File: config.mk
export PLATFORM = sky130hd
export DESIGN_NAME = sram_port_device_flat
export DESIGN_NICKNAME = d
export VERILOG_FILES = /design/src/shared/sram_port_pkg.sv /design/src/shared/sram_port_if.sv /design/src/verilog/sram_port_device.sv /design/src/flat_wrapper.sv
export VERILOG_INCLUDE_DIRS = /design/src /design/src/shared
export SDC_FILE = /design/constraint.sdc
export NUM_CORES = 2
export LEC_CHECK = 0
export BUFFER_PORTS_ARGS = -buffer_cell sky130_fd_sc_hd__buf_2
export CAP_MARGIN = 0
export CORE_MARGIN = 2
export CORE_UTILIZATION = 25
export DETAILED_ROUTE_END_ITERATION = 10
export PLACE_DENSITY_LB_ADDON = 0.12
export SETUP_SLACK_MARGIN = 0.15
export SKIP_CTS_REPAIR_TIMING = 1
export SLEW_MARGIN = 0
export SYNTH_ARGS = -nofsm -noshare
export SYNTH_HDL_FRONTEND = slang
export SYNTH_MEMORY_MAX_BITS = 65536
export SYNTH_SLANG_ARGS = --single-unit
export TNS_END_PERCENT = 50
File: constraint.sdc
create_clock -name clk -period 11.95 [get_ports clk]
set_clock_uncertainty 0.2 [all_clocks]
set_input_delay 1.7925 -clock clk [delete_from_list [all_inputs] [get_ports clk]]
set_output_delay 1.7925 -clock clk [all_outputs]
set_load 0.03 [all_outputs]
File: src/shared/sram_port_regs.svh
// Purpose: Constants shared by both ends of the burst SRAM port
// Assumes: One DDR beat per clk cycle, K and K-bar rises alternate
// Notes: Definitions only
`ifndef SRAM_PORT_REGS_SVH
`define SRAM_PORT_REGS_SVH

// Words per burst and lane width
`define SP_BURST_LEN 4
`define SP_LANE_W 9

// Default geometry, 18-bit word with two lanes
`define SP_DATA_W 18
`define SP_MASK_W 2
`define SP_ADDR_W 8

// Read latency in K rises
`define SP_READ_LAT 2

// One K period spans two clk cycles
`define SP_CLK_PER_K 2

`endif

File: src/shared/sram_port_pkg.sv
// Purpose: Types shared by both ends of the burst SRAM port
// Assumes: Nothing
// Notes: Constants live in sram_port_regs.svh
package sram_port_pkg;

  // Kind of request started on the last K rise
  typedef enum logic [1:0] {OP_NONE, OP_READ, OP_WRITE} last_op_e;

endpackage

File: src/shared/sram_port_if.sv
// Purpose: Link between memory controller and burst SRAM device
// Assumes: k_rise and kn_rise are one-cycle strobes from the controller
// Notes: q_oe high while the device drives the read bus
`timescale 1ns/1ps
`default_nettype none

interface sram_port_if #(
  parameter int DATA_W = 18,
  parameter int MASK_W = 2,
  parameter int ADDR_W = 8
);
  logic k_rise;
  logic kn_rise;
  logic [ADDR_W-1:0] addr;
  logic read_select_n;
  logic write_select_n;
  logic [DATA_W-1:0] d;
  logic [MASK_W-1:0] lane_mask_n;
  logic [DATA_W-1:0] q;
  logic q_oe;

  modport device (
    input k_rise, kn_rise, addr, read_select_n, write_select_n,
    input d, lane_mask_n,
    output q, q_oe
  );

  modport controller (
    output k_rise, kn_rise, addr, read_select_n, write_select_n,
    output d, lane_mask_n,
    input q, q_oe
  );
endinterface

`default_nettype wire

File: src/verilog/sram_port_device.sv
// Purpose: Device end of a four-word-burst separate-port DDR SRAM
// Assumes: Strobes mark K and K-bar rises; no strobe means clock stopped
// Notes: Read beat launched at a strobe shows on q the next cycle
`timescale 1ns/1ps
`default_nettype none
`include "sram_port_regs.svh"

module sram_port_device #(
  parameter int DATA_W = `SP_DATA_W,
  parameter int MASK_W = `SP_MASK_W,
  parameter int ADDR_W = `SP_ADDR_W,
  parameter int READ_LAT = `SP_READ_LAT
)(
  input wire logic clk,
  input wire logic rst,
  sram_port_if.device link,
  output logic read_active,
  output logic write_active
);

  localparam int LANE_W = `SP_LANE_W;
  localparam int DEPTH = 1 << ADDR_W;

  ////////////////////////////////////////////////////////////////////////
  // Storage and state

  logic [DATA_W-1:0] mem [0:DEPTH-1];

  sram_port_pkg::last_op_e last_reg;
  sram_port_pkg::last_op_e last_next;

  logic [READ_LAT-1:0] rpipe_v_reg;
  logic [READ_LAT-1:0] rpipe_v_next;
  logic [ADDR_W-1:0] rpipe_a_reg [READ_LAT];
  logic [ADDR_W-1:0] rpipe_a_next [READ_LAT];

  logic rd_act_reg;
  logic rd_act_next;
  logic [1:0] rd_beat_reg;
  logic [1:0] rd_beat_next;
  logic [ADDR_W-1:0] rd_addr_reg;
  logic [ADDR_W-1:0] rd_addr_next;
  logic [DATA_W-1:0] q_reg;
  logic [DATA_W-1:0] q_next;
  logic q_oe_reg;
  logic q_oe_next;

  logic wr_pend_reg;
  logic wr_pend_next;
  logic [ADDR_W-1:0] wr_pend_addr_reg;
  logic [ADDR_W-1:0] wr_pend_addr_next;
  logic wr_act_reg;
  logic wr_act_next;
  logic [1:0] wr_beat_reg;
  logic [1:0] wr_beat_next;
  logic [ADDR_W-1:0] wr_addr_reg;
  logic [ADDR_W-1:0] wr_addr_next;

  // Combinational decisions for the current strobe
  logic rd_ok;
  logic wr_ok;
  logic rd_go;
  logic wr_go;
  logic rd_fire;
  logic [1:0] rd_fire_beat;
  logic [ADDR_W-1:0] rd_fire_addr;
  logic wr_fire;
  logic [1:0] wr_fire_beat;
  logic [ADDR_W-1:0] wr_fire_addr;

  ////////////////////////////////////////////////////////////////////////
  // Helpers

  // Word address of one beat; wraps inside the array
  function automatic logic [ADDR_W-1:0] beat_addr(
    input logic [ADDR_W-1:0] base,
    input logic [1:0] beat
  );
    beat_addr = base + ADDR_W'(beat);
  endfunction

  ////////////////////////////////////////////////////////////////////////
  // Request acceptance on K rises

  // A select that just started an op is ignored, which also drops
  // a second request of the same type
  always_comb
  begin
    rd_ok = !link.read_select_n
      && last_reg != sram_port_pkg::OP_READ;
    wr_ok = !link.write_select_n
      && last_reg != sram_port_pkg::OP_WRITE;
    rd_go = link.k_rise && rd_ok;
    wr_go = link.k_rise && wr_ok && !rd_ok;
    last_next = last_reg;
    if (link.k_rise)
    begin
      if (rd_go)
        last_next = sram_port_pkg::OP_READ;
      else if (wr_go)
        last_next = sram_port_pkg::OP_WRITE;
      else
        last_next = sram_port_pkg::OP_NONE;
    end
  end

  ////////////////////////////////////////////////////////////////////////
  // Read path: latency pipe then four beats

  // Pipe advances on K rises only, so a stopped clock holds it
  always_comb
  begin
    rpipe_v_next = rpipe_v_reg;
    rpipe_a_next = rpipe_a_reg;
    if (link.k_rise)
    begin
      for (int i = READ_LAT - 1; i > 0; i--)
      begin
        rpipe_v_next[i] = rpipe_v_reg[i-1];
        rpipe_a_next[i] = rpipe_a_reg[i-1];
      end
      rpipe_v_next[0] = rd_go;
      rpipe_a_next[0] = link.addr;
    end
  end

  // Beats 0,1 on the first K cycle, 2,3 on the next
  always_comb
  begin
    rd_fire = 1'b0;
    rd_fire_beat = rd_beat_reg;
    rd_fire_addr = rd_addr_reg;
    if (link.k_rise)
    begin
      if (rpipe_v_reg[READ_LAT-1])
      begin
        rd_fire = 1'b1;
        rd_fire_beat = 2'h0;
        rd_fire_addr = rpipe_a_reg[READ_LAT-1];
      end
      else if (rd_act_reg && rd_beat_reg == 2'h1)
      begin
        rd_fire = 1'b1;
        rd_fire_beat = 2'h2;
      end
    end
    else if (link.kn_rise && rd_act_reg && !rd_beat_reg[0])
    begin
      rd_fire = 1'b1;
      rd_fire_beat = rd_beat_reg + 2'h1;
    end
    rd_act_next = link.k_rise ? rd_fire : rd_act_reg;
    rd_beat_next = rd_fire ? rd_fire_beat : rd_beat_reg;
    rd_addr_next = rd_fire_addr;
    q_next = rd_fire ? mem[beat_addr(rd_fire_addr, rd_fire_beat)] : q_reg;
    // Bus released at the first K rise with nothing to send
    q_oe_next = rd_fire ? 1'b1 : (link.k_rise ? 1'b0 : q_oe_reg);
  end

  ////////////////////////////////////////////////////////////////////////
  // Write path: one K of wait then four beats

  // Pending slot lets a new write land while the last still bursts
  always_comb
  begin
    wr_fire = 1'b0;
    wr_fire_beat = wr_beat_reg;
    wr_fire_addr = wr_addr_reg;
    if (link.k_rise)
    begin
      if (wr_pend_reg)
      begin
        wr_fire = 1'b1;
        wr_fire_beat = 2'h0;
        wr_fire_addr = wr_pend_addr_reg;
      end
      else if (wr_act_reg && wr_beat_reg == 2'h1)
      begin
        wr_fire = 1'b1;
        wr_fire_beat = 2'h2;
      end
    end
    else if (link.kn_rise && wr_act_reg && !wr_beat_reg[0])
    begin
      wr_fire = 1'b1;
      wr_fire_beat = wr_beat_reg + 2'h1;
    end
    wr_act_next = link.k_rise ? wr_fire : wr_act_reg;
    wr_beat_next = wr_fire ? wr_fire_beat : wr_beat_reg;
    wr_addr_next = wr_fire_addr;
    wr_pend_next = link.k_rise ? wr_go : wr_pend_reg;
    wr_pend_addr_next = wr_go ? link.addr : wr_pend_addr_reg;
  end

  ////////////////////////////////////////////////////////////////////////
  // Registers

  // Reset stands in for power-up: both ports deselected, bus off
  always_ff @(posedge clk)
  begin
    if (rst)
    begin
      last_reg <= sram_port_pkg::OP_NONE;
      rpipe_v_reg <= '0;
      rd_act_reg <= 1'b0;
      rd_beat_reg <= 2'h0;
      q_oe_reg <= 1'b0;
      wr_pend_reg <= 1'b0;
      wr_act_reg <= 1'b0;
      wr_beat_reg <= 2'h0;
    end
    else
    begin
      last_reg <= last_next;
      rpipe_v_reg <= rpipe_v_next;
      rd_act_reg <= rd_act_next;
      rd_beat_reg <= rd_beat_next;
      q_oe_reg <= q_oe_next;
      wr_pend_reg <= wr_pend_next;
      wr_act_reg <= wr_act_next;
      wr_beat_reg <= wr_beat_next;
    end
    rpipe_a_reg <= rpipe_a_next;
    rd_addr_reg <= rd_addr_next;
    q_reg <= q_next;
    wr_pend_addr_reg <= wr_pend_addr_next;
    wr_addr_reg <= wr_addr_next;
  end

  // Lane writes; each mask bit is taken with its own beat
  always_ff @(posedge clk)
  begin
    if (wr_fire && !rst)
    begin
      for (int l = 0; l < MASK_W; l++)
      begin
        if (!link.lane_mask_n[l])
          mem[beat_addr(wr_fire_addr, wr_fire_beat)][l*LANE_W +: LANE_W]
            <= link.d[l*LANE_W +: LANE_W];
      end
    end
  end

  ////////////////////////////////////////////////////////////////////////
  // Outputs

  assign link.q = q_reg;
  assign link.q_oe = q_oe_reg;
  assign read_active = rd_act_reg;
  assign write_active = wr_act_reg;

endmodule

`default_nettype wire

File: src/flat_wrapper.sv
// flat-port wrapper written by rule: the top's interface ports become plain ports
module sram_port_device_flat 
#(
  parameter int DATA_W = `SP_DATA_W,
  parameter int MASK_W = `SP_MASK_W,
  parameter int ADDR_W = `SP_ADDR_W,
  parameter int READ_LAT = `SP_READ_LAT
)
  (clk, rst, read_active, write_active, link_k_rise, link_kn_rise, link_addr, link_read_select_n, link_write_select_n, link_d, link_lane_mask_n, link_q, link_q_oe);
  sram_port_if #(.DATA_W(DATA_W), .MASK_W(MASK_W), .ADDR_W(ADDR_W)) link_i ();
  input wire logic clk;
  input wire logic rst;
  output logic read_active;
  output logic write_active;
  input wire logic [$bits(link_i.k_rise)-1:0] link_k_rise;
  input wire logic [$bits(link_i.kn_rise)-1:0] link_kn_rise;
  input wire logic [$bits(link_i.addr)-1:0] link_addr;
  input wire logic [$bits(link_i.read_select_n)-1:0] link_read_select_n;
  input wire logic [$bits(link_i.write_select_n)-1:0] link_write_select_n;
  input wire logic [$bits(link_i.d)-1:0] link_d;
  input wire logic [$bits(link_i.lane_mask_n)-1:0] link_lane_mask_n;
  output wire logic [$bits(link_i.q)-1:0] link_q;
  output wire logic [$bits(link_i.q_oe)-1:0] link_q_oe;
  assign link_i.k_rise = link_k_rise;
  assign link_i.kn_rise = link_kn_rise;
  assign link_i.addr = link_addr;
  assign link_i.read_select_n = link_read_select_n;
  assign link_i.write_select_n = link_write_select_n;
  assign link_i.d = link_d;
  assign link_i.lane_mask_n = link_lane_mask_n;
  assign link_q = link_i.q;
  assign link_q_oe = link_i.q_oe;
  sram_port_device #(.DATA_W(DATA_W), .MASK_W(MASK_W), .ADDR_W(ADDR_W), .READ_LAT(READ_LAT)) u_core (.clk(clk), .rst(rst), .link(link_i), .read_active(read_active), .write_active(write_active));
endmodule
==> metrics.txt <==
status=completed; Crit Path Category=input port to flop; final hold vios=0; Synth Area in Compound Gates=1.38%; CP dominant cell by count=buf_12; H-tree depth=6; dpl hpwl=357000 um; Initial DRC Count=8581; Post-DRT Antenna Nets=0; adder-cell area share of the yosys netlist=less than 1%; number of global-route vias before repair=94500; top post-synthesis cells by count=edfxtp_1 (4650), mux4_2 (1153), nand2_1 (911), nor2_1 (558), nand3_1 (484); simple-gate share of the synthesized area=around 4.8%; Main synth FF type=edfxtp_1; Port-buffer cells=54; WP data arrival=8.84 ns; max reg flops=about 4600; Area Overhead vs Synth=15.9%; Num CTS Buffers=532; total vias in the final route=90300; largest net degree at the start of global routing=164; GRT Total Usage=15.8%; Setup TNS Final=0 ns; Detailed Routing Iterations Pass 1=7; fillcell total=71000; Net Sw Frac=slightly below 30%; Remaining DRCs=0; crit start category=input port; average wire per cell in the routed design=between 30 and 40 um; Async SR Flop Fraction=0%; Slew Viols, Final=0; area share of the largest cell type after synthesis=76.8%; number of synthesized flops with an enable pin=between 4000 and 5000; initial antenna violation count=between 50 and 60; Initial Util=25.0%; Clock power frac=36.9%; Power Total=42.9 mW; Mapped Area=182000 um2; gp weighted congestion=0.748; top cells by area, synth=edfxtp_1 (77%), mux4_2 (14%), nand2_1 (1.9%), nand3_1 (1.3%), nor2_1 (1.2%); fmax=~120 MHz; nets=9262; unrepaired setup endpoints after global routing=false; Detailed Route WL=~600000 um; Core Region=approximately 730000 um2; Int Pwr=30.3 mW; FP Rows=313; count leader, synth=edfxtp_1; period utilization=69.2%; CTS root buf=clkbuf_16; Slew HR=under 10%; register bit total from synthesis=around 4700; Die Ht=857 um; crit end category=flop; Hold Path Class=flop to flop; Net Sw Power=approximately 13 mW; Max VDD drop=0.145 mV; slowest stage cell, crit path=fa_4; Vias/cell=4.69; Setup Viol. Count Final=0; LEAKAGE=approximately 64 nW; Synth area leader=edfxtp_1; wire length of the first global-routing pass=roughly 820000 um; share of cells above drive strength 1=23.2%; Ys Warns=0; Die X=857 um; Clock Latency Late Sink=1.07 ns; Max stage delay on crit path=about 1.5 ns; fin crit period=8.28 ns; Synthesized Nets=9025; syn_area_per_cell=20.2 um2; max cap viols=0; Die Area=734000 um2; mux cell area share after synthesis=15.1%; clock sinks=4677; Post-Syn Instances=8983; WP data required=between 10 and 15 ns; clock transition at the registers of the reported paths=~0.060 ns; Pwr Density=204 nW/um2; crit path cell chain=buf_2 -> buf_4 -> and2_1 -> mux2_2 -> ha_4 -> fa_4 -> buf_12 -> buf_12 -> mux4_2 -> nand2_1 -> a21oi_1 -> o21ai_0 -> a31oi_1 -> a311oi_1 -> o32ai_1; total grt overflow=0; TritonCTS clock tree=built; sequential fraction of the synthesis area=77.1%; Unique masters post-synth=slightly above 70; largest family of logic cells by synthesized area=multiplexers; Clock Path Buffers=4; Slew @ Worst Pin=1.38 ns; Combinational Power Share=a little over a fifth; maximum fanout along the worst path=67; Seq pwr share=42.2%; IO Count=55; xor and xnor area share after synthesis=less than 1%
==> cell usage in the layout, fill, tap and decap left out, drive strengths merged, types with 6 or more instances in the layout <==
| master | Yosys | routed |
|---|---|---|
| edfxtp | 4650 | 4650 |
| mux4 | 1153 | 1153 |
| nand2 | 912 | 912 |
| clkbuf | 200 | 652 |
| nor2 | 562 | 562 |
| nand3 | 484 | 484 |
| buf | 353 | 256 |
| clkinv | 1 | 216 |
| mux2i | 129 | 129 |
| a21oi | 94 | 94 |
| a31oi | 43 | 43 |
| a311oi | 41 | 41 |
| nand4 | 40 | 40 |
| inv | 13 | 39 |
| bufinv | 0 | 35 |
| diode | 0 | 29 |
| dfxtp | 27 | 27 |
| and3 | 25 | 25 |
| o221ai | 25 | 25 |
| o21ai | 25 | 25 |
| clkinvlp | 0 | 17 |
| nor3 | 17 | 17 |
| xnor2 | 16 | 16 |
| a311o | 15 | 15 |
| o31ai | 14 | 14 |
| o32ai | 12 | 12 |
| o22ai | 12 | 12 |
| a32oi | 11 | 11 |
| a221oi | 11 | 11 |
| a221o | 10 | 10 |
| mux2 | 10 | 10 |
| nor2b | 9 | 9 |
| ha | 6 | 6 |
| xor2 | 6 | 6 |
==> critical path: cells and delay by family <==
family | cells | cell delay (ns)
adders and majority gates | 2 | 1.67
muxes | 2 | 0.84
buffers and inverters | 4 | 1.32
AOI/OAI and AO/OA | 5 | 2.13
and+or+nand+nor | 2 | 0.75
==> through the flow <==
stage	hold slack (ns)	area, um2	std cells	utilization [%]	setup WS (ns)
after global routing	0.233	211000	19200	29.0	3.51
after global placement	0.215	194000	18300	26.7	2.08
final	0.215	211000	19300	29.0	3.67
after CTS	0.221	211000	19200	29.0	3.88
after floorplan	0.200	182000	8983	-	6.11
after detailed placement	0.205	194000	18300	26.8	2.69
==> logic make-up (layout without fill, tap and decap cells) <==
group           after synthesis  count (layout)
compound gates              347             347
xor+xnor                     22              22
fa+ha+maj                     9               9
buf+inv                     567            1215
flops                      4677            4677
mux                        1292            1292
other cells                   0              29
simple gates               2069            2069
==> path summary, 6_finish.rpt <==
path | from | endpoint | slack, ns | cells after the start
max | link_k_rise | u_core.link.q[16] | 3.67 | 15
min | u_core.rpipe_a_reg[12] | u_core.rpipe_a_reg[4] | 0.22 | 0
max reg2reg | u_core.rpipe_v_reg[1] | u_core.link.q[16] | 4.40 | 13
min reg2reg | u_core.rpipe_a_reg[12] | u_core.rpipe_a_reg[4] | 0.22 | 0
==> power groups by stage <==
stage               Sequential, mW  Combinational, mW  Clock, mW
floorplan                     18.4               5.24          0
global placement              18.4               9.30          0
finish                        18.1               9.00       15.8
CTS                           18.1               9.31       16.2
global route                  18.1               9.59       16.8
detailed placement            18.4               9.29          0
==> per-layer routing <==
metal  global-route usage, %  wire (um)
met1                    22.2     270000
met2                    26.2     287000
met3                    2.59      31000
met4                    2.95      11300
met5                       0         63
==> layout make-up <==
class                   instances  area, um2  share of cell area, %
clock buffers                 652      14000                   6.65
repair buffers                256       2410                   1.14
multi-input cells            3739      39500                   18.7
clock inverters               293       2490                   1.18
well taps                    9607      12000                   5.70
diodes                         29       72.6                 0.0344
flip-flops and latches       4677     140000                   66.5
inverters                      14       52.6                 0.0249
(Power assumes the default switching activity.)
